$ cat config.mk
export PLATFORM = sky130hd
export DESIGN_NAME = runtime_status_shadow_regs
export DESIGN_NICKNAME = d
export VERILOG_FILES = /design/src/core/status_shadow_pkg.sv /design/src/core/runtime_status_shadow_regs.sv
export VERILOG_INCLUDE_DIRS = /design/src /design/src/core
export SDC_FILE = /design/constraint.sdc
export NUM_CORES = 1
export LEC_CHECK = 0
export ABC_CLOCK_PERIOD_IN_PS = 1900
export BUFFER_PORTS_ARGS = -buffer_cell sky130_fd_sc_hd__buf_2
export CAP_MARGIN = 20
export CORE_MARGIN = 4
export CORE_UTILIZATION = 50
export DETAILED_ROUTE_END_ITERATION = 16
export GPL_TIMING_DRIVEN = 0
export PLACE_DENSITY = 0.79
export SLEW_MARGIN = 5
export SYNTH_ARGS = -nofsm -noshare
export SYNTH_HDL_FRONTEND = slang
export SYNTH_SLANG_ARGS = --single-unit
$ cat constraint.sdc
create_clock -name aclk -period 1.9 [get_ports aclk]
set_input_delay 0.19 -clock aclk [delete_from_list [all_inputs] [get_ports aclk]]
set_output_delay 0.19 -clock aclk [all_outputs]
set_load 0.01 [all_outputs]
$ cat src/core/status_shadow_defs.svh
// Register offsets, field positions and reset values of the status and shadow bank
`ifndef STATUS_SHADOW_DEFS_SVH
`define STATUS_SHADOW_DEFS_SVH

`define OFS_IRQ_EN5 8'h1A
`define OFS_GAP_A 8'h1B
`define OFS_EDGE_STS 8'h1C
`define OFS_GAP_B 8'h1D
`define OFS_MEDIA_CHG 8'h1E
`define OFS_RATE_MIRROR 8'h1F
`define OFS_FIFO_MIRROR 8'h20
`define OFS_IRQ_MASK 8'h21
`define OFS_RATE_WR 8'h22
`define OFS_FIFO_WR 8'h23

`define IRQ_EN5_MASK 8'hCF
`define EDGE_STS_MASK 8'h3F
`define MEDIA_CHG_MASK 8'h03
`define IRQ_EN5_RESET 8'h00
`define EDGE_STS_RESET 8'h00
`define MEDIA_CHG_RESET 8'h01
`define MIRROR_RESET 8'h00
`define IRQ_MASK_RESET 8'h00
`define EDGE_ARM_CYCLES 2'h3

`define EDGE_GPIO_LINE_21_BIT 0
`define EDGE_GPIO_LINE_22_BIT 1
`define EDGE_GPIO_LINE_41_BIT 2
`define EDGE_GPIO_LINE_43_BIT 3
`define EDGE_GPIO_LINE_60_BIT 4
`define EDGE_GPIO_LINE_61_BIT 5
`define MEDIA_FLAG_BIT 7

`endif

$ cat src/core/status_shadow_pkg.sv
// Types of the status and shadow bank
package status_shadow_pkg;
  typedef logic [7:0] reg8_t;
  typedef enum logic [1:0] {
    RD_IDLE = 2'b00,
    RD_RESP = 2'b01
  } rd_state_t;
endpackage

$ cat src/core/runtime_status_shadow_regs.sv
// Runtime status, force-change and shadow register bank behind an AXI4-Lite slave
//
// Register access over AXI4-Lite was chosen for this implementation.
`timescale 1ns/1ps
`include "status_shadow_defs.svh"

module runtime_status_shadow_regs #(
  parameter int ADDR_W = 8
) (
  // Clock and reset
  input wire logic aclk,
  input wire logic aresetn,
  // AXI4-Lite write address and data
  input wire logic [ADDR_W-1:0] s_axi_awaddr,
  input wire logic s_axi_awvalid,
  output logic s_axi_awready,
  input wire logic [31:0] s_axi_wdata,
  input wire logic [3:0] s_axi_wstrb,
  input wire logic s_axi_wvalid,
  output logic s_axi_wready,
  // AXI4-Lite write response
  output logic [1:0] s_axi_bresp,
  output logic s_axi_bvalid,
  input wire logic s_axi_bready,
  // AXI4-Lite read
  input wire logic [ADDR_W-1:0] s_axi_araddr,
  input wire logic s_axi_arvalid,
  output logic s_axi_arready,
  output logic [31:0] s_axi_rdata,
  output logic [1:0] s_axi_rresp,
  output logic s_axi_rvalid,
  input wire logic s_axi_rready,
  // Grouped management irq sources
  input wire logic gpio_line_54,
  input wire logic gpio_line_55,
  input wire logic gpio_line_56,
  input wire logic gpio_line_57,
  input wire logic fan_speed_in_1,
  input wire logic fan_speed_in_2,
  output logic grouped_mgmt_irq,
  // Either-edge gpio inputs
  input wire logic gpio_line_21,
  input wire logic gpio_line_22,
  input wire logic gpio_line_41,
  input wire logic gpio_line_43,
  input wire logic gpio_line_60,
  input wire logic gpio_line_61,
  output logic edge_irq,
  // Floppy drive signals, active high here
  input wire logic head_step_strobe,
  input wire logic drive_select_0,
  input wire logic drive_select_1,
  input wire logic media_change_pin,
  output logic media_change_flag,
  output logic [1:0] forced_change
);

  // ****************************************
  // AXI4-Lite write side
  // ****************************************
  logic aw_held_r;
  logic w_held_r;
  logic [ADDR_W-1:0] awaddr_r;
  logic [31:0] wdata_r;
  logic [3:0] wstrb_r;
  logic wr_fire;
  logic wr_lane0;

  // Address and data park until both are in; none taken while a response waits
  assign s_axi_awready = ~aw_held_r & ~s_axi_bvalid;
  assign s_axi_wready = ~w_held_r & ~s_axi_bvalid;
  assign wr_fire = aw_held_r & w_held_r & ~s_axi_bvalid;
  // Byte lane 0 carries the whole register
  assign wr_lane0 = wstrb_r[0];

  always_ff @(posedge aclk) begin
    if (!aresetn) begin
      aw_held_r <= 1'b0;
      awaddr_r <= '0;
    end else if (s_axi_awvalid && s_axi_awready) begin
      aw_held_r <= 1'b1;
      awaddr_r <= s_axi_awaddr;
    end else if (wr_fire) begin
      aw_held_r <= 1'b0;
    end
  end

  always_ff @(posedge aclk) begin
    if (!aresetn) begin
      w_held_r <= 1'b0;
      wdata_r <= 32'h00000000;
      wstrb_r <= 4'h0;
    end else if (s_axi_wvalid && s_axi_wready) begin
      w_held_r <= 1'b1;
      wdata_r <= s_axi_wdata;
      wstrb_r <= s_axi_wstrb;
    end else if (wr_fire) begin
      w_held_r <= 1'b0;
    end
  end

  // Register index is the byte address over four
  function automatic logic [7:0] word_ofs(input logic [ADDR_W-1:0] a);
    logic [9:0] wide;
    wide = 10'(a);
    return wide[9:2];
  endfunction

  // Indices of the bank, reserved gaps and write-only registers included
  function automatic logic known_ofs(input logic [7:0] o);
    return (o >= `OFS_IRQ_EN5) && (o <= `OFS_FIFO_WR);
  endfunction

  // Unmapped indices answer with a slave error
  logic wr_known;
  assign wr_known = known_ofs(word_ofs(awaddr_r));

  always_ff @(posedge aclk) begin
    if (!aresetn) begin
      s_axi_bvalid <= 1'b0;
      s_axi_bresp <= 2'h0;
    end else if (wr_fire) begin
      s_axi_bvalid <= 1'b1;
      s_axi_bresp <= wr_known ? 2'h0 : 2'h2;
    end else if (s_axi_bready) begin
      s_axi_bvalid <= 1'b0;
    end
  end

  function automatic logic wr_hit(input logic fire, input logic [7:0] got, input logic [7:0] want,
                                  input logic lane);
    return fire && lane && (got == want);
  endfunction

  logic [7:0] wbyte;
  logic [7:0] wofs;
  assign wbyte = wdata_r[7:0];
  assign wofs = word_ofs(awaddr_r);

  // ****************************************
  // Enable register and grouped irq
  // ****************************************
  status_shadow_pkg::reg8_t irq_en5_r;
  status_shadow_pkg::reg8_t irq_mask_r;

  // Reserved bits 5:4 are dropped on write
  always_ff @(posedge aclk) begin
    if (!aresetn) begin
      irq_en5_r <= `IRQ_EN5_RESET;
    end else if (wr_hit(wr_fire, wofs, `OFS_IRQ_EN5, wr_lane0)) begin
      irq_en5_r <= wbyte & `IRQ_EN5_MASK;
    end
  end

  // Sources line up with the enable bits; bits 5:4 have none
  logic [7:0] irq_src;
  assign irq_src = {fan_speed_in_2, fan_speed_in_1, 2'b00,
                    gpio_line_57, gpio_line_56, gpio_line_55, gpio_line_54};

  // Registered so the grouped irq cannot glitch as sources change
  always_ff @(posedge aclk) begin
    if (!aresetn) begin
      grouped_mgmt_irq <= 1'b0;
    end else begin
      grouped_mgmt_irq <= |(irq_src & irq_en5_r);
    end
  end

  // ****************************************
  // Either-edge status
  // ****************************************
  logic [5:0] gpio_in;
  logic [5:0] sync1_r;
  logic [5:0] sync2_r;
  logic [5:0] prev_r;
  logic [5:0] edge_hit;
  status_shadow_pkg::reg8_t edge_sts_r;
  logic [5:0] sts_clr;
  logic rd_clr_sts;

  // Status bit order of the either-edge inputs
  assign gpio_in[`EDGE_GPIO_LINE_21_BIT] = gpio_line_21;
  assign gpio_in[`EDGE_GPIO_LINE_22_BIT] = gpio_line_22;
  assign gpio_in[`EDGE_GPIO_LINE_41_BIT] = gpio_line_41;
  assign gpio_in[`EDGE_GPIO_LINE_43_BIT] = gpio_line_43;
  assign gpio_in[`EDGE_GPIO_LINE_60_BIT] = gpio_line_60;
  assign gpio_in[`EDGE_GPIO_LINE_61_BIT] = gpio_line_61;

  // Two-stage synchroniser; edges compare stage two against its previous value
  always_ff @(posedge aclk) begin
    if (!aresetn) begin
      sync1_r <= 6'h00;
      sync2_r <= 6'h00;
      prev_r <= 6'h00;
    end else begin
      sync1_r <= gpio_in;
      sync2_r <= sync1_r;
      prev_r <= sync2_r;
    end
  end

  // Held off until sync2_r and prev_r both hold samples taken after reset
  logic [1:0] arm_cnt_r;
  logic armed;

  always_ff @(posedge aclk) begin
    if (!aresetn) begin
      arm_cnt_r <= 2'h0;
    end else if (!armed) begin
      arm_cnt_r <= 2'(arm_cnt_r + 2'h1);
    end
  end

  assign armed = (arm_cnt_r == `EDGE_ARM_CYCLES);

  // Compare only once the pipeline holds real samples, so reset release is not an edge
  assign edge_hit = (sync2_r ^ prev_r) & {6{armed}};

  // Clear by a written one or by an accepted read of the status register
  assign sts_clr = (wr_hit(wr_fire, wofs, `OFS_EDGE_STS, wr_lane0) ? wbyte[5:0] : 6'h00)
                   | (rd_clr_sts ? 6'h3F : 6'h00);

  // A new edge wins over a clear in the same cycle
  always_ff @(posedge aclk) begin
    if (!aresetn) begin
      edge_sts_r <= `EDGE_STS_RESET;
    end else begin
      edge_sts_r <= {2'b00, (edge_sts_r[5:0] & ~sts_clr) | edge_hit};
    end
  end

  // Mask has the status layout; bits 7:6 cannot be set
  always_ff @(posedge aclk) begin
    if (!aresetn) begin
      irq_mask_r <= `IRQ_MASK_RESET;
    end else if (wr_hit(wr_fire, wofs, `OFS_IRQ_MASK, wr_lane0)) begin
      irq_mask_r <= wbyte & `EDGE_STS_MASK;
    end
  end

  // Level interrupt, high while an unmasked status bit is set
  assign edge_irq = |(edge_sts_r & irq_mask_r);

  // ****************************************
  // Force media change
  // ****************************************
  status_shadow_pkg::reg8_t media_chg_r;
  logic [1:0] step_clr;

  // Step with a selected drive clears that drive's force bit
  assign step_clr = {head_step_strobe & drive_select_1, head_step_strobe & drive_select_0};

  // A software set wins over a step clear in the same cycle
  always_ff @(posedge aclk) begin
    if (!aresetn) begin
      media_chg_r <= `MEDIA_CHG_RESET;
    end else begin
      media_chg_r[1:0] <= (media_chg_r[1:0] & ~step_clr)
        | (wr_hit(wr_fire, wofs, `OFS_MEDIA_CHG, wr_lane0) ? wbyte[1:0] : 2'b00);
      media_chg_r[7:2] <= 6'h00;
    end
  end

  // Force bits go to the floppy controller as they stand
  assign forced_change = media_chg_r[1:0];

  // Disk-change bit seen by the floppy controller, one cycle behind its inputs
  always_ff @(posedge aclk) begin
    if (!aresetn) begin
      media_change_flag <= 1'b0;
    end else begin
      media_change_flag <= (drive_select_0 & media_chg_r[0])
        | (drive_select_1 & media_chg_r[1]) | media_change_pin;
    end
  end

  // ****************************************
  // Shadows of write-only control registers
  // ****************************************
  // Mirrors follow the write-only control registers; writes aimed at a mirror are dropped
  status_shadow_pkg::reg8_t rate_mirror_r;
  status_shadow_pkg::reg8_t fifo_mirror_r;

  always_ff @(posedge aclk) begin
    if (!aresetn) begin
      rate_mirror_r <= `MIRROR_RESET;
    end else if (wr_hit(wr_fire, wofs, `OFS_RATE_WR, wr_lane0)) begin
      rate_mirror_r <= {wbyte[7:6], 1'b0, wbyte[4:0]};
    end
  end

  always_ff @(posedge aclk) begin
    if (!aresetn) begin
      fifo_mirror_r <= `MIRROR_RESET;
    end else if (wr_hit(wr_fire, wofs, `OFS_FIFO_WR, wr_lane0)) begin
      fifo_mirror_r <= {wbyte[7:6], 2'b00, wbyte[3:0]};
    end
  end

  // ****************************************
  // AXI4-Lite read side
  // ****************************************
  status_shadow_pkg::rd_state_t rd_state_r;
  logic [7:0] rd_ofs;
  logic [7:0] rd_byte;

  assign rd_ofs = word_ofs(s_axi_araddr);
  assign s_axi_arready = (rd_state_r == status_shadow_pkg::RD_IDLE);
  // Status read clears at acceptance, after the old value is captured
  assign rd_clr_sts = s_axi_arvalid && s_axi_arready && (rd_ofs == `OFS_EDGE_STS);

  // Write-only control registers and unmapped indices read as zero
  always_comb begin
    rd_byte = 8'h00;
    unique case (rd_ofs)
      `OFS_IRQ_EN5: rd_byte = irq_en5_r;
      `OFS_EDGE_STS: rd_byte = edge_sts_r;
      `OFS_MEDIA_CHG: rd_byte = media_chg_r;
      `OFS_RATE_MIRROR: rd_byte = rate_mirror_r;
      `OFS_FIFO_MIRROR: rd_byte = fifo_mirror_r;
      `OFS_IRQ_MASK: rd_byte = irq_mask_r;
      `OFS_GAP_A: rd_byte = 8'h00;
      `OFS_GAP_B: rd_byte = 8'h00;
      default: rd_byte = 8'h00;
    endcase
  end

  // Read data is captured at acceptance and held until taken
  always_ff @(posedge aclk) begin
    if (!aresetn) begin
      rd_state_r <= status_shadow_pkg::RD_IDLE;
      s_axi_rdata <= 32'h00000000;
      s_axi_rresp <= 2'h0;
    end else begin
      unique case (rd_state_r)
        status_shadow_pkg::RD_IDLE: begin
          if (s_axi_arvalid) begin
            rd_state_r <= status_shadow_pkg::RD_RESP;
            s_axi_rdata <= {24'h000000, rd_byte};
            s_axi_rresp <= known_ofs(rd_ofs) ? 2'h0 : 2'h2;
          end
        end
        status_shadow_pkg::RD_RESP: begin
          if (s_axi_rready) begin
            rd_state_r <= status_shadow_pkg::RD_IDLE;
          end
        end
        default: rd_state_r <= status_shadow_pkg::RD_IDLE;
      endcase
    end
  end

  // Valid for as long as the response waits for rready
  assign s_axi_rvalid = (rd_state_r == status_shadow_pkg::RD_RESP);

endmodule

---- Word-level counts from Yosys, hierarchy flattened ----
Index checks and enable logic that the tools add are counted.
storage, ports and cells
  output and inout port bits .............. 46
  RAM bits ................................ 0
  register bits ........................... 97
  bits in latches ......................... 0
  memory bits (read-only) ................. 0
  logic and storage cells ................. 104
  memories ................................ 0
operators by class
  add/subtract/negate cells ............... 1
  magnitude comparators ................... 4
  shift-type cells ........................ 0
  multipliers ............................. 0
  equal/unequal tests ..................... 16
  mux-type cells .......................... 14
  bitwise gates (word level) .............. 24
  reduce and logical (&&, ||, !) cells .... 21
  divide/modulo/power cells ............... 0
operators by type and width
  kind                                                                count
  case mux 8 bit (6 select lines)                                     1
  == test 6 x 5 -> 1 bit (second input constant)                      7
  == test 6 bit (second input constant)                               5
  OR reduction 8 bit                                                  2
  logical AND 1 bit                                                   13
  AND 6 bit                                                           2
  greater-or-equal comparator 6 x 5 -> 1 bit (second input constant)  2
  less-or-equal comparator 6 bit (second input constant)              2
  2-to-1 mux 6 bit                                                    2
  OR 6 bit                                                            2
  2-to-1 mux 2 bit                                                    5
  AND 1 bit                                                           8
  AND 8 x 6 -> 8 bit                                                  1
  AND 8 bit                                                           1
  NOT 6 bit                                                           1
  nonzero test 2 bit                                                  3
  bitwise XOR 6 bit                                                   1
  2-to-1 mux 1 bit                                                    5
  case mux 2 bit (2 select lines)                                     1
  AND reduction 2 bit                                                 2
  NOT 1 bit                                                           3
  adder 2 x 1 -> 2 bit (second input constant)                        1
  AND 2 bit                                                           1
  == test 2 x 1 -> 1 bit (second input constant)                      1
  other kinds (7)                                                     8

---- Longest topological paths before layout ----
  depth after elaboration ................. 9
  gate-level depth with buffers ........... 6
  depth with buffers taken out ............ 4

---- Least setup slack after synthesis ----
Ideal clock, no wire load.
  path kind ............................... register to register
  start ................................... register s_axi_bvalid
  end ..................................... register irq_en5_r[0]
  cell stages (with the launch flop) ...... 5
  setup time .............................. 128 ps
  arrival time ............................ 1300 ps
  buffers on the path ..................... 0
  required time ........................... 1772 ps
  clock period less this slack ............ 1427 ps
  path slack .............................. 473 ps
  cells stage by stage .................... dfxtp_1 > nand3b_4 > nor4_4 > mux2i_1 > nor2_1
on the way
  word-level cells in the longest chain between the ends .. 4
ends and longest elaborated chain
  element                          line                               source
  from (decl)                      runtime_status_shadow_regs.sv:23   output logic s_axi_bvalid,
  from (signal assigned)           runtime_status_shadow_regs.sv:120  s_axi_bvalid <= 1'b0;
  from (signal assigned)           runtime_status_shadow_regs.sv:123  s_axi_bvalid <= 1'b1;
  from (signal assigned)           runtime_status_shadow_regs.sv:126  s_axi_bvalid <= 1'b0;
  NOT 1 bit                        runtime_status_shadow_regs.sv:72   assign wr_fire = aw_held_r & w_held_r & ~s_axi_bvalid;
  AND 1 bit                        runtime_status_shadow_regs.sv:72
  logical AND 1 bit (2 in series)  runtime_status_shadow_regs.sv:132  return fire && lane && (got == want);
  to (signal assigned)             runtime_status_shadow_regs.sv:149  irq_en5_r <= `IRQ_EN5_RESET;
  to (signal assigned)             runtime_status_shadow_regs.sv:151  irq_en5_r <= wbyte & `IRQ_EN5_MASK;
  to (decl)                        runtime_status_shadow_regs.sv:143  status_shadow_pkg::reg8_t irq_en5_r;
No other way between the ends.
A chain may end at the register's enable or synchronous reset.

---- Worst setup path in the final report ----
  start ................................... register awaddr_r[5]
  end ..................................... register fifo_mirror_r[2]
on the way
  word-level cells in the longest chain between the ends .. 2
ends and longest elaborated chain
  element                 line                               source
  from (decl)             runtime_status_shadow_regs.sv:63   logic [ADDR_W-1:0] awaddr_r;
  from (signal assigned)  runtime_status_shadow_regs.sv:82   awaddr_r <= s_axi_awaddr;
  == test 6 bit           runtime_status_shadow_regs.sv:132
  logical AND 1 bit       runtime_status_shadow_regs.sv:132
  to (signal assigned)    runtime_status_shadow_regs.sv:294  fifo_mirror_r <= `MIRROR_RESET;
  to (signal assigned)    runtime_status_shadow_regs.sv:296  fifo_mirror_r <= {wbyte[7:6], 2'b00, wbyte[3:0]};
  to (decl)               runtime_status_shadow_regs.sv:282  status_shadow_pkg::reg8_t fifo_mirror_r;
No other way between the ends.

==> results.tsv <==
metric	value	unit
outcome	completed	
EDFF count, synth	0	
worst-skew pair later-pin latency	0.36	ns
count leader, synth	dfxtp_1	
CTS buffer count	9	
kind of critical path	reg -> reg	
crit share post-route	87.7	%
Die W	93.9	um
Worst IR Drop VDD	676	uV
TNS Setup	0	ns
drt first pass iters	4	
Final Non-Filler Cells	595	
Post-synth ARST share	0	%
n_diodes	0	
via count	3068	
I/O Buffers	62	
slew of the pin with the lowest slew margin	0.622	ns
Clock Path Buffers	2	
Layout Skew	0.0109	ns
post-route ant nets	0	
Die Area	0.00882	mm^2
dpl hpwl	6.58	mm
Tmin final	1.67	ns
PD cells	858	mW/mm^2
ys flop type	dfxtp_1	
Max Cap Viol	0	
Hold Crit Class	in -> reg	
row count	31	
cell leakage power	1.92	nW
Die Height	93.9	um
FMAX	600	MHz
WP data arrival	1.93	ns
CP required	2.17	ns
largest net degree at the start of global routing	17	
largest area contributor in the synthesized netlist	dfxtp_1	
Unique masters post-synth	51	
initial antenna violation count	0	
Ports	121	
H-tree levels	3	
Synth top area share	45.6	%
Initial Util	51.2	%
DRC viols	0	
Post CTS Setup Buffer Count	0	
vias per cell	5.16	
Seq/Total Area, Yosys	45.6	%
Post-Syn Area per Cell	9.42	um^2
vias in the first global route	2879	
cell chosen for the clock root	clkbuf_8	
Placer Congestion	0.839	
Overall Power	3.85	mW
Hold Fails Final Rpt	0	
area delta synth->final	21.4	%
Final #Nets	567	
RSZ-0062 raised after global routing	false	
GRT Residual Overflow	0	
DR WL/cell	14.7	um
layout cell share with drive strength beyond 1	25.8	%
synth top area cells	dfxtp_1 46%, mux2i_1 9.2%, buf_4 5.5%	
synth cell count leaders	84 x dfxtp_1, 52 x nand2_1, 40 x nor2_1	
worst hold slack	0.0329	ns
clk sinks	84	
Yosys reg bits	84	
GRT Resource Usage Total	20.6	%
CORE AREA	0.00721	mm^2
Slew Limit Fails	0	
global-route wire length before repair	14.1	mm
Mapped Area	0.00369	mm^2
CP max FO	6	
DR iter-0 viols	201	
startpoint types	flip-flop	
drt total wl	8.73	mm
clock transition at the registers of the reported paths	0.09	ns
CTS tree	yes	
YS warnings	0	
Setup-failing EPs final	0	
Cells after Synth	392	
fill count	629	
Slew HR	58.2	%
DP Cell Count	578	
CP Capture Type	flip-flop	
## cell type report
| class | instances | area [um^2] | area share, % |
|---|---|---|---|
| clock buffers | 9 | 124 | 2.76 |
| flip-flops and latches | 84 | 1680 | 37.5 |
| repair buffers | 63 | 320 | 7.15 |
| multi-input cells | 284 | 1810 | 40.4 |
| inverters | 4 | 15.0 | 0.335 |
| plain buffers | 45 | 279 | 6.23 |
| well taps | 99 | 124 | 2.76 |
| clock inverters | 7 | 128 | 2.85 |
## final timing paths
path	startpoint	to	slack, ns	depth (start not counted)
max	awaddr_r[5]$_SDFFE_PN0P_	fifo_mirror_r[2]$_SDFFE_PN0P_	0.23	3
min	gpio_line_22	sync1_r[1]$_SDFF_PN0_	0.03	2
max reg2reg	awaddr_r[5]$_SDFFE_PN0P_	fifo_mirror_r[2]$_SDFFE_PN0P_	0.23	3
min reg2reg	sync1_r[2]$_SDFF_PN0_	sync2_r[2]$_SDFF_PN0_	0.44	1
## flip-flops by register name (all words and copies together), names as in the netlist, 2 cells and up
name,flops
s_axi_rdata,8
wdata_r,8
rate_mirror_r,7
awaddr_r,6
edge_sts_r,6
fifo_mirror_r,6
irq_en5_r,6
irq_mask_r,6
prev_r,6
sync1_r,6
sync2_r,6
arm_cnt_r,2
media_chg_r,2
## cells by family after synthesis
family,Yosys count,share of synthesized area [%]
compound gates,61,12.0
xor+xnor,7,1.66
fa+ha+maj,1,0.339
buf+inv,49,7.97
flops,84,45.6
mux,36,9.83
other cells,1,0.102
simple gates,153,22.6
## worst max-delay path, cell delays in order (launching register included)
cell	delay, ns
dfxtp_1	0.35
nor4b_2	0.40
nand4_1	0.51
mux2i_1	0.32
## timing repair
item / 4_1_cts / 5_1_grt
resized for setup: 0 / 0
hold buffers: 1 / 0
hold endpoints to repair: 1 / 0
## metal layers
metal  track usage [%]  up-vias  part of all wire [%]
met3              5.53       12                   7.4
li1                  -     1512                     -
met2              35.5      112                    49
met5                 0        -                     0
met1              25.5     1432                    42
met4              5.17        0                   1.3
## layout by cell type, fill, tap and decap left out, types with 4 or more instances in the layout
cell type | Yosys | final
nand2_1 | 52 | 52
nor2_1 | 40 | 40
nand3b_1 | 8 | 8
buf_2 | 6 | 68
xnor2_1 | 6 | 6
dfxtp_1 | 84 | 84
a22oi_1 | 11 | 11
buf_4 | 27 | 27
a21oi_1 | 17 | 17
a31o_1 | 4 | 4
nand3_1 | 6 | 6
conb_1 | 1 | 26
and2_1 | 20 | 20
mux2i_1 | 34 | 34
a221oi_1 | 5 | 5
clkbuf_8 | 0 | 9
a31oi_1 | 5 | 5
clkbuf_1 | 11 | 11
## stage by stage
stage	util, %	worst slack, ns	cell area, um^2
6_report	62.1	0.234	4480
2_1_floorplan	-	0.473	3780
5_1_grt	62.1	0.0948	4480
3_3_place_gp	58.5	0.333	4220
3_5_place_dp	58.5	0.284	4220
4_1_cts	62.1	0.236	4480
## report_power, final
| part | switching, mW | internal [mW] |
|---|---|---|
| sequential | 0.0575 | 1.83 |
| clock | 0.681 | 0.896 |
| combinational | 0.212 | 0.174 |
Note: power is estimated with default switching activity, not from simulation.
